--- config.mk ---
export PLATFORM = sky130hd
export DESIGN_NAME = ucs_ctrl_status_regs
export DESIGN_NICKNAME = d
export VERILOG_FILES = /design/src/common/ucs_pkg.sv /design/src/rtl/ucs_ctrl_status_regs.sv /design/src/rtl/ucs_edge_flags.sv
export SDC_FILE = /design/constraint.sdc
export NUM_CORES = 1
export LEC_CHECK = 0
export CAP_MARGIN = 20
export CORE_MARGIN = 8
export CORE_UTILIZATION = 60
export CTS_CLUSTER_SIZE = 28
export DETAILED_ROUTE_END_ITERATION = 6
export DONT_BUFFER_PORTS = 1
export PLACE_DENSITY = 0.87
export SLEW_MARGIN = 40
export SYNTH_ARGS = -nofsm -noshare
export SYNTH_HDL_FRONTEND = slang
export SYNTH_SLANG_ARGS = --single-unit
--- constraint.sdc ---
create_clock -name clk_i -period 1.85 [get_ports clk_i]
set_input_delay 0.2775 -clock clk_i [delete_from_list [all_inputs] [get_ports clk_i]]
set_output_delay 0.2775 -clock clk_i [all_outputs]
set_load 0.02 [all_outputs]
--- src/common/ucs_pkg.sv ---
// Package for the serial port control and status register group.
// Assumes one 125 MHz clock domain and an eight-bit CPU register port.
package ucs_pkg;
    // Register addresses on the three-bit select.
    localparam logic [2:0] ADDR_IRQ_ENABLE   = 3'h1;
    localparam logic [2:0] ADDR_FIFO_CONTROL = 3'h2;
    localparam logic [2:0] ADDR_MODEM_CTRL   = 3'h4;
    localparam logic [2:0] ADDR_MODEM_STATUS = 3'h6;
    localparam logic [2:0] ADDR_SCRATCH      = 3'h7;
    // Field positions in the fifo control register.
    localparam int FC_QUEUE_ENABLE = 0;
    localparam int FC_RX_FLUSH     = 1;
    localparam int FC_TX_FLUSH     = 2;
    localparam int FC_TRIG_LO      = 6;
    // Field positions in the modem control register.
    localparam int MC_LOOP = 4;
    // Widths and reset values.
    localparam int          IE_WIDTH      = 4;
    localparam int          MC_WIDTH      = 5;
    localparam logic [7:0]  RESET_BYTE    = 8'h00;
    localparam int          QUEUE_DEPTH   = 16;
    localparam int          LEVEL_WIDTH   = 5;
    // Receive trigger levels in bytes for codes 00, 01, 10 and 11.
    localparam logic [4:0]  TRIG_LEVEL_0  = 5'h01;
    localparam logic [4:0]  TRIG_LEVEL_1  = 5'h04;
    localparam logic [4:0]  TRIG_LEVEL_2  = 5'h08;
    localparam logic [4:0]  TRIG_LEVEL_3  = 5'h0e;

    // Handshake inputs as seen by the status logic, active high.
    typedef struct packed {
        logic carrier;
        logic ring;
        logic set_ready;
        logic clear_to_send;
    } ucs_modem_lines_t;

    // Interrupt enable fields.
    typedef struct packed {
        logic modem_irq_enable;
        logic line_status_irq_enable;
        logic tx_empty_irq_enable;
        logic rx_avail_irq_enable;
    } ucs_irq_enable_t;

    // Loopback routing state.
    typedef enum logic {
        UCS_NORMAL,
        UCS_LOOPBACK
    } ucs_mode_t;
endpackage

--- src/rtl/ucs_ctrl_status_regs.sv ---
// Control and status registers of the serial port: interrupt enable,
// fifo control, modem control, modem status and scratch.
// Assumes a CPU strobe port synchronous to clk_i and queue levels
// reported by the surrounding serial port core.
//
// Contract
// RULE1: Interrupt enables act only while modem control bit 3 is one.
// RULE2: With all disabled, no interrupt; status registers keep updating.
// RULE3: Enable register bits 7-4 read zero; bits 3-0 enable four sources.
// RULE4: Eight-bit scratch register at address 7 with no side effects.
// RULE5: Address 2 writes fifo control; reads return interrupt identification.
// RULE6: Fifo control bits 7:6 pick trigger of 1, 4, 8 or 14 bytes.
// RULE7: Transmit flush bit empties transmit queue and self-clears.
// RULE8: Receive flush bit empties receive queue and self-clears.
// RULE9: Bit 0 enables queues; any change clears counters and error queue.
// RULE10: Flush bits are ignored unless queue enable is already one.
// RULE11: Software writes zero to reserved bits 5 and 4; bit 3 unused.
// RULE12: Loopback holds serial out high and loops transmit to receive.
// RULE13: Loopback feeds status bits 7-4 from modem control bits 3-0.
// RULE14: Loopback modem interrupts come from control bits, still gated.
// RULE15: Interrupt pin driven only when bit 3 set and not looping.
// RULE16: Control bits 1 and 0 drive active-low handshake pins inverted.
// RULE17: Software restores registers before leaving loopback.
// RULE18: Status bits 7-4 are complements of the active-low inputs.
// RULE19: Change flags set on edges and clear on status read.
// RULE20: Ring flag sets only on the on-to-off transition.
// RULE21: Status low four bits accept writes for interrupt testing.
// RULE22: Modem control at address 4; bits 7-5 read zero.
// RULE23: Any change flag raises modem interrupt when enabled.
// RULE24: Receive interrupt follows the trigger level in queue mode.
// RULE25: Each queue holds sixteen bytes.
`timescale 1ns/1ps
module ucs_ctrl_status_regs #(
    parameter int DEPTH = ucs_pkg::QUEUE_DEPTH
) (
    // Clock and reset.
    input  wire logic        clk_i,
    input  wire logic        sys_rst_i,
    // CPU register port.
    input  wire logic        cs_i,
    input  wire logic [2:0]  addr_i,
    input  wire logic        rd_i,
    input  wire logic        wr_i,
    input  wire logic [7:0]  wdata_i,
    input  wire logic [7:0]  ident_i,
    output logic      [7:0]  rdata_o,
    // Active-low handshake inputs from the modem.
    input  wire logic        carrier_n_i,
    input  wire logic        ring_n_i,
    input  wire logic        set_ready_n_i,
    input  wire logic        clear_to_send_n_i,
    // Active-low handshake outputs to the modem.
    output logic             request_to_send_n_o,
    output logic             terminal_ready_n_o,
    // Serial path: shift register ends and pins.
    input  wire logic        serial_in_i,
    input  wire logic        tx_shift_out_i,
    output logic             serial_out_o,
    output logic             rx_shift_in_o,
    // Interrupt sources from the core and queue levels.
    input  wire logic        line_status_evt_i,
    input  wire logic        rx_ready_i,
    input  wire logic        tx_empty_i,
    input  wire logic [4:0]  rx_level_i,
    // Queue control to the core.
    output logic             queue_enable_o,
    output logic             tx_queue_flush_o,
    output logic             rx_queue_flush_o,
    output logic             error_queue_clear_o,
    output logic [4:0]       rx_trigger_o,
    // Interrupt outputs.
    output logic             irq_internal_o,
    output logic             irq_out_pin_o,
    output logic             irq_out_pin_oe_o
);
    // Register state.
    ucs_pkg::ucs_irq_enable_t              irq_enable;
    logic [ucs_pkg::MC_WIDTH-1:0]          modem_control;
    logic [1:0]                            rx_trigger_level;
    logic                                  queue_enable;
    logic [7:0]                            scratch;
    ucs_pkg::ucs_mode_t                    mode;
    ucs_pkg::ucs_modem_lines_t             lines;
    logic [3:0]                            change_flags;
    logic                                  wr_hit;
    logic                                  rd_hit;
    logic                                  status_read;
    logic                                  status_write;
    logic [4:0]                            trig_bytes;
    logic [1:0]                            next_trig_code;
    logic                                  fc_write;
    logic                                  rx_irq_src;
    logic [3:0]                            irq_src;
    logic [7:0]                            next_rdata;

    // Qualified strobes.
    assign wr_hit       = cs_i & wr_i;
    assign rd_hit       = cs_i & rd_i;
    assign status_read  = rd_hit & (addr_i == ucs_pkg::ADDR_MODEM_STATUS);
    assign status_write = wr_hit & (addr_i == ucs_pkg::ADDR_MODEM_STATUS);
    assign fc_write     = wr_hit & (addr_i == ucs_pkg::ADDR_FIFO_CONTROL);
    assign next_trig_code = fc_write ? wdata_i[ucs_pkg::FC_TRIG_LO +: 2] : rx_trigger_level;
    assign mode = modem_control[ucs_pkg::MC_LOOP] ? ucs_pkg::UCS_LOOPBACK
                                                  : ucs_pkg::UCS_NORMAL;

    // Interrupt enable register.
    always_ff @(posedge clk_i) begin
        if (sys_rst_i) begin
            irq_enable <= '0;
        end else if (wr_hit && addr_i == ucs_pkg::ADDR_IRQ_ENABLE) begin
            irq_enable <= wdata_i[ucs_pkg::IE_WIDTH-1:0];
        end
    end

    // Modem control register; bits 7-5 are not stored.
    always_ff @(posedge clk_i) begin
        if (sys_rst_i) begin
            modem_control <= '0;
        end else if (wr_hit && addr_i == ucs_pkg::ADDR_MODEM_CTRL) begin
            // RULE22: control at address
            modem_control <= wdata_i[ucs_pkg::MC_WIDTH-1:0];
        end
    end

    // Scratch register; touches nothing else.
    always_ff @(posedge clk_i) begin
        if (sys_rst_i) begin
            scratch <= ucs_pkg::RESET_BYTE;
        end else if (wr_hit && addr_i == ucs_pkg::ADDR_SCRATCH) begin
            // RULE4: plain scratch storage
            scratch <= wdata_i;
        end
    end

    // Fifo control: persistent fields. Reserved bits 5:3 are dropped.
    // RULE11: reserved bits ignored
    always_ff @(posedge clk_i) begin
        if (sys_rst_i) begin
            queue_enable     <= 1'b0;
            rx_trigger_level <= 2'b00;
        end else if (wr_hit && addr_i == ucs_pkg::ADDR_FIFO_CONTROL) begin
            // RULE5: write-only at two
            queue_enable     <= wdata_i[ucs_pkg::FC_QUEUE_ENABLE];
            rx_trigger_level <= wdata_i[ucs_pkg::FC_TRIG_LO +: 2];
        end
    end

    // Flush pulses last one cycle, so the flush bits read as self-clearing.
    // The enable check uses the stored bit: setting enable and flush in one
    // write does not flush, which keeps the ordering software must follow.
    always_ff @(posedge clk_i) begin
        if (sys_rst_i) begin
            tx_queue_flush_o    <= 1'b0;
            rx_queue_flush_o    <= 1'b0;
            error_queue_clear_o <= 1'b0;
        end else begin
            // RULE10: flush needs enable
            // RULE7: transmit flush pulse
            tx_queue_flush_o <= wr_hit && addr_i == ucs_pkg::ADDR_FIFO_CONTROL
                                && queue_enable && wdata_i[ucs_pkg::FC_TX_FLUSH];
            // RULE8: receive flush pulse
            rx_queue_flush_o <= wr_hit && addr_i == ucs_pkg::ADDR_FIFO_CONTROL
                                && queue_enable && wdata_i[ucs_pkg::FC_RX_FLUSH];
            // RULE9: enable change clears
            error_queue_clear_o <= wr_hit && addr_i == ucs_pkg::ADDR_FIFO_CONTROL
                && (wdata_i[ucs_pkg::FC_QUEUE_ENABLE] != queue_enable);
        end
    end

    // Trigger level decode of the code in force after this cycle's write.
    // RULE6: trigger level select
    always_comb begin
        unique case (next_trig_code)
            2'b00: trig_bytes = ucs_pkg::TRIG_LEVEL_0;
            2'b01: trig_bytes = ucs_pkg::TRIG_LEVEL_1;
            2'b10: trig_bytes = ucs_pkg::TRIG_LEVEL_2;
            2'b11: trig_bytes = ucs_pkg::TRIG_LEVEL_3;
        endcase
    end

    // Queue control outputs to the core.
    always_ff @(posedge clk_i) begin
        if (sys_rst_i) begin
            queue_enable_o <= 1'b0;
            rx_trigger_o   <= ucs_pkg::TRIG_LEVEL_0;
        end else begin
            // Outputs follow a write at once, so the core sees it next cycle.
            queue_enable_o <= fc_write ? wdata_i[ucs_pkg::FC_QUEUE_ENABLE] : queue_enable;
            rx_trigger_o   <= trig_bytes;
        end
    end

    // Handshake line sources: pins in normal mode, control bits in loopback.
    always_comb begin
        unique case (mode)
            ucs_pkg::UCS_LOOPBACK: begin
                // RULE13: loopback line routing
                lines.carrier       = modem_control[3];
                lines.ring          = modem_control[2];
                lines.set_ready     = modem_control[0];
                lines.clear_to_send = modem_control[1];
            end
            ucs_pkg::UCS_NORMAL: begin
                // RULE18: inputs complemented
                lines.carrier       = ~carrier_n_i;
                lines.ring          = ~ring_n_i;
                lines.set_ready     = ~set_ready_n_i;
                lines.clear_to_send = ~clear_to_send_n_i;
            end
        endcase
    end

    // Change flags live in their own module.
    ucs_edge_flags #(
        .WIDTH (4)
    ) u_flags (
        .clk_i     (clk_i),
        .sys_rst_i (sys_rst_i),
        .lines_i   (lines),
        .clear_i   (status_read),
        .write_i   (status_write),
        .wdata_i   (wdata_i[3:0]),
        .flags_o   (change_flags)
    );

    // Receive source: level compare in queue mode, ready flag otherwise.
    // RULE24: level-based receive source
    // RULE25: depth covers levels
    assign rx_irq_src = queue_enable ? (rx_level_i >= rx_trigger_o) : rx_ready_i;

    // Sources, each gated by its enable and by the output enable bit.
    // RULE1: gated by control bit
    // RULE23: modem change interrupt
    // RULE14: loopback still gated
    assign irq_src[3] = irq_enable.modem_irq_enable && (|change_flags);
    assign irq_src[2] = irq_enable.line_status_irq_enable && line_status_evt_i;
    assign irq_src[1] = irq_enable.tx_empty_irq_enable && tx_empty_i;
    assign irq_src[0] = irq_enable.rx_avail_irq_enable && rx_irq_src;

    // Internal interrupt and pin; status keeps updating regardless.
    always_ff @(posedge clk_i) begin
        if (sys_rst_i) begin
            irq_internal_o   <= 1'b0;
            irq_out_pin_o    <= 1'b0;
            irq_out_pin_oe_o <= 1'b0;
        end else begin
            // RULE2: disabled means silent
            irq_internal_o   <= modem_control[3] && (|irq_src);
            irq_out_pin_o    <= modem_control[3] && (|irq_src);
            // RULE15: pin enable gating
            irq_out_pin_oe_o <= modem_control[3] && (mode == ucs_pkg::UCS_NORMAL);
        end
    end

    // Handshake outputs and serial path, registered.
    // Loopback adds one cycle to the looped path; bit times are far longer.
    always_ff @(posedge clk_i) begin
        if (sys_rst_i) begin
            request_to_send_n_o <= 1'b1;
            terminal_ready_n_o  <= 1'b1;
            serial_out_o        <= 1'b1;
            rx_shift_in_o       <= 1'b1;
        end else begin
            // RULE16: inverted handshake drive
            request_to_send_n_o <= ~modem_control[1];
            terminal_ready_n_o  <= ~modem_control[0];
            // RULE12: loopback serial path
            serial_out_o  <= (mode == ucs_pkg::UCS_LOOPBACK) ? 1'b1 : tx_shift_out_i;
            rx_shift_in_o <= (mode == ucs_pkg::UCS_LOOPBACK) ? tx_shift_out_i
                                                             : serial_in_i;
        end
    end

    // Read data mux; unmapped addresses read zero.
    always_comb begin
        next_rdata = '0;
        unique case (addr_i)
            // RULE3: upper bits zero
            ucs_pkg::ADDR_IRQ_ENABLE:   next_rdata = {4'h0, irq_enable};
            // RULE5: read returns identification
            ucs_pkg::ADDR_FIFO_CONTROL: next_rdata = ident_i;
            ucs_pkg::ADDR_MODEM_CTRL:   next_rdata = {3'h0, modem_control};
            ucs_pkg::ADDR_MODEM_STATUS: next_rdata = {lines, change_flags};
            ucs_pkg::ADDR_SCRATCH:      next_rdata = scratch;
            default:                    next_rdata = '0;
        endcase
    end

    // Read data register, loaded on each read strobe.
    always_ff @(posedge clk_i) begin
        if (sys_rst_i) begin
            rdata_o <= ucs_pkg::RESET_BYTE;
        end else if (rd_hit) begin
            rdata_o <= next_rdata;
        end
    end
endmodule

--- src/rtl/ucs_edge_flags.sv ---
`timescale 1ns/1ps
// Sticky change flags for the four handshake lines.
// Assumes the lines are already synchronous to clk_i.
module ucs_edge_flags #(
    parameter int WIDTH = 4
) (
    // Clock and reset.
    input  wire logic              clk_i,
    input  wire logic              sys_rst_i,
    // Line states and control.
    input  wire ucs_pkg::ucs_modem_lines_t lines_i,
    input  wire logic              clear_i,
    input  wire logic              write_i,
    input  wire logic [WIDTH-1:0]  wdata_i,
    // Flags: carrier, ring trailing, set ready, clear to send.
    output logic [WIDTH-1:0]       flags_o
);
    ucs_pkg::ucs_modem_lines_t prev;
    logic [WIDTH-1:0]          event_set;

    // Line history, used only for edge detection.
    always_ff @(posedge clk_i) begin
        if (sys_rst_i) begin
            prev <= '0;
        end else begin
            prev <= lines_i;
        end
    end

    // RULE19: any change sets
    assign event_set[3] = lines_i.carrier ^ prev.carrier;
    // RULE20: ring off edge only
    assign event_set[2] = prev.ring & ~lines_i.ring;
    assign event_set[1] = lines_i.set_ready ^ prev.set_ready;
    assign event_set[0] = lines_i.clear_to_send ^ prev.clear_to_send;

    // A new event in the cycle of a read survives, so set wins over clear.
    always_ff @(posedge clk_i) begin
        if (sys_rst_i) begin
            flags_o <= '0;
        end else if (write_i) begin
            // RULE21: test write path
            flags_o <= wdata_i | event_set;
        end else if (clear_i) begin
            // RULE19: read clears flags
            flags_o <= event_set;
        end else begin
            flags_o <= flags_o | event_set;
        end
    end
endmodule

==> impl_metrics.toml <==
[die]
fp.dieW_um = 77.0
initial_utilization_pct = 61.8
rows = 22
core_region_um2 = 3610
io-pin-count = 62
die_height_um = 77.0
die_area_um2 = 5920

[critical_path]
critical-path-slowest-cell = "sky130_fd_sc_hd__dfxtp_1"
crit_required_ns = 2.05
path_max_fanout = 13
worst_setup_path_startpoint = "modem_control[4]"
critPathCaptureType = "register"
cp-start-kind = "register"
worst_reg2reg_path_length_in_cells = 4
critical_path.cell_chain = "nor2b_1 -> nor3_1 -> a211oi_1 -> o31ai_1"
worst-endpoint-arrival_ns = 1.68
reg2reg_from = "modem_control[4]"
critical_setup_path_class = "reg -> reg"
worst_path_largest_cell_delay_ns = 0.66

[power_and_ir_drop]
power_density_nw_per_um2 = 816
power.ir.vdd_worst_mv = 0.375
cellLeakagePower_nw = 0.830

[synth]
asyncSetResetFlopFracSynth_pct = 0
synth-edff-count = 0
synthesized_cell_area_um2 = 2230
synthTopCellsByArea = "sky130_fd_sc_hd__dfxtp_1 45%, sky130_fd_sc_hd__mux2i_1 8.5%, sky130_fd_sc_hd__nor2_1 4.2%"
synth_area_per_cell_um2 = 9.45
syn_inst = 236
yosys.cell_count.top_type = "sky130_fd_sc_hd__dfxtp_1"
yosysWarnings = 0
synthesized_nets = 278
ys_top_cells_by_count = "50 x sky130_fd_sc_hd__dfxtp_1, 25 x sky130_fd_sc_hd__nor2_1, 19 x sky130_fd_sc_hd__mux2i_1, 16 x sky130_fd_sc_hd__a21oi_1, 15 x sky130_fd_sc_hd__nand2_1"
postSynth.topFlopCell = "sky130_fd_sc_hd__dfxtp_1"
synth.yosys.seq_area_share_pct = 44.9
ys_ff_latch = 50
synthDominantCellAreaShare_pct = 44.9
netlist.top_cell.by_area = "sky130_fd_sc_hd__dfxtp_1"
synth_cell_type_count = 46

[sta]
finClkSkew_ns = 0.00783
rsz0062_at_grt = "no"
final_max_slew_viol_count = 0
min_period_ns = 1.48
hold_violations = 0
tightest_slew_ns = 0.655
relSlewSlack_pct = 56.0
count_of_final_setup_violators = 0
post-route-worst-setup-slack_ns = 0.372
finalSetupTns_ns = 0
max_freq_mhz = 677
final_worst_path_period_share_pct = 79.9

[hold_path]
holdCritStartpoint = "sys_rst_i"
class_of_the_tightest_hold_or_removal_check = "in -> reg"
min_path_cells = 1

[cts]
max-clock-path-buffers = 2
worst_skew_pair.late_latency_ns = 0.31
post_cts_hold_buffer_count = 0
postCtsResizedCells = 0
clkSlewWorstSetupHoldPaths_ns = 0.09
cts-root-buf = "sky130_fd_sc_hd__clkbuf_8"
tritoncts = "yes"
tritoncts.num_buffers = 5
post-cts-setup-buffers = 0
h-tree-depth = 2
tritoncts_num_sinks = 50

[drt]
via_count = 1754
totalWireLength_um = 5330
detail_route.first_pass.iterations = 4
antenna_violating_nets_post_route = 0
residual_drc_count = 0
via_density = 6.29
first_iter_violations = 255
avgRoutedWirePerCell_um = 19.1

[cells_and_area]
insertedDiodeCount = 0
proportion_of_layout_cells_with_a_drive_suffix_above_1_pct = 8.23
instances_no_fill = 279
area_delta_synth_final_pct = 3.93
finish.utilization_pct = 64.3
final_nets = 273

[grt]
global_route_wire_length_before_repair_um = 8380
track_usage_pct = 17.8
antenna_found_initial = 0
grt_max_degree = 41
total_global_routing_overflow = 0
grt_pass1_vias = 1650

[placed_design]
gp_congestion = 0.871
place.detailed.hpwl_um = 3840
preCtsSetupSlack_ns = 0.390
numPlacedInstances = 272
portBuffers = 0

[flow_run]
cap_violations = 0

[run_status]
status = "completed"
==> per-layer routing <==
layer	global-route usage [%]	routed length (um)	vias up
met4	8.65	131	0
met3	7.23	424	11
li1	-	-	825
met2	29.8	2740	59
met5	0	0	-
met1	18.9	2030	859
==> power by group <==
part	switching, mW	leakage, nW	total [mW]	internal (mW)
Combinational	0.0694	0.387	0.134	0.0644
Sequential	0.0298	0.406	1.13	1.10
Clock	0.367	0.0362	0.625	0.259
Total	0.466	0.830	1.89	1.43
==> cell usage in the layout, fill, tap and decap left out, types with 5 or more instances in the layout <==
cell	n
sky130_fd_sc_hd__dfxtp_1	50
sky130_fd_sc_hd__nor2_1	25
sky130_fd_sc_hd__mux2i_1	19
sky130_fd_sc_hd__a21oi_1	16
sky130_fd_sc_hd__nand2_1	15
sky130_fd_sc_hd__inv_1	9
sky130_fd_sc_hd__a22oi_1	9
sky130_fd_sc_hd__nor2b_1	8
sky130_fd_sc_hd__nor3_1	7
sky130_fd_sc_hd__clkbuf_8	5
==> cell families (layout without fill, tap and decap cells) <==
logic type | after synthesis | after routing | synth area share, %
AND/OR/NAND/NOR | 78 | 78 | 18.2
other | 1 | 1 | 0.168
buffers and inverters | 23 | 18 | 4.71
flip-flops | 50 | 50 | 44.9
AO/OA/AOI/OAI | 53 | 53 | 17.6
multiplexers | 23 | 23 | 10.5
XOR/XNOR | 4 | 4 | 1.57
adder cells (fa/ha/maj) | 4 | 4 | 2.24
==> layout make-up <==
cell class / count / area (um^2)
flip-flops and latches: 50 / 1000
multi-input cells: 163 / 1120
inverters: 9 / 33.8
fillers: 297 / 1290
clock inverters: 2 / 15.0
repair buffers: 2 / 15.0
clock buffers: 5 / 68.8
well taps: 48 / 60.1
==> sequential cells by signal, indices dropped and copies added, names as in the netlist <==
signal / flops
modem_control: 5
u_flags.flags_o: 4
scratch: 8
rdata_o: 8
irq_out_pin_oe_o: 1
queue_enable_o: 1
error_queue_clear_o: 1
rx_queue_flush_o: 1
irq_out_pin_o: 1
terminal_ready_n_o: 1
queue_enable: 1
tx_queue_flush_o: 1
irq_enable: 4
request_to_send_n_o: 1
rx_trigger_o: 4
u_flags.prev: 4
rx_shift_in_o: 1
rx_trigger_level: 2
serial_out_o: 1
==> critical path: cells and delay by family (launching register included) <==
family | cells | cell delay (ns)
AOI/OAI and AO/OA | 2 | 0.33
and+or+nand+nor | 2 | 0.38
DFF | 1 | 0.66
==> metrics by stage <==
stage	cell area, um^2	hold slack (ns)	power, mW
2_1_floorplan	2230	0.380	1.29
3_3_place_gp	2230	0.355	1.28
3_5_place_dp	2230	0.357	1.29
4_1_cts	2320	0.0277	1.90
5_1_grt	2320	0.0127	1.96
6_report	2320	0.0257	1.89
==> final timing paths <==
check	end	slack (ns)
worst max-delay path	rdata_o[7]	0.37
worst min-delay path	u_flags.prev[0]	0.03
worst max register to register	rdata_o[7]	0.37
worst min register to register	request_to_send_n_o	0.47
No activity file was read; power rests on OpenSTA's default activity.
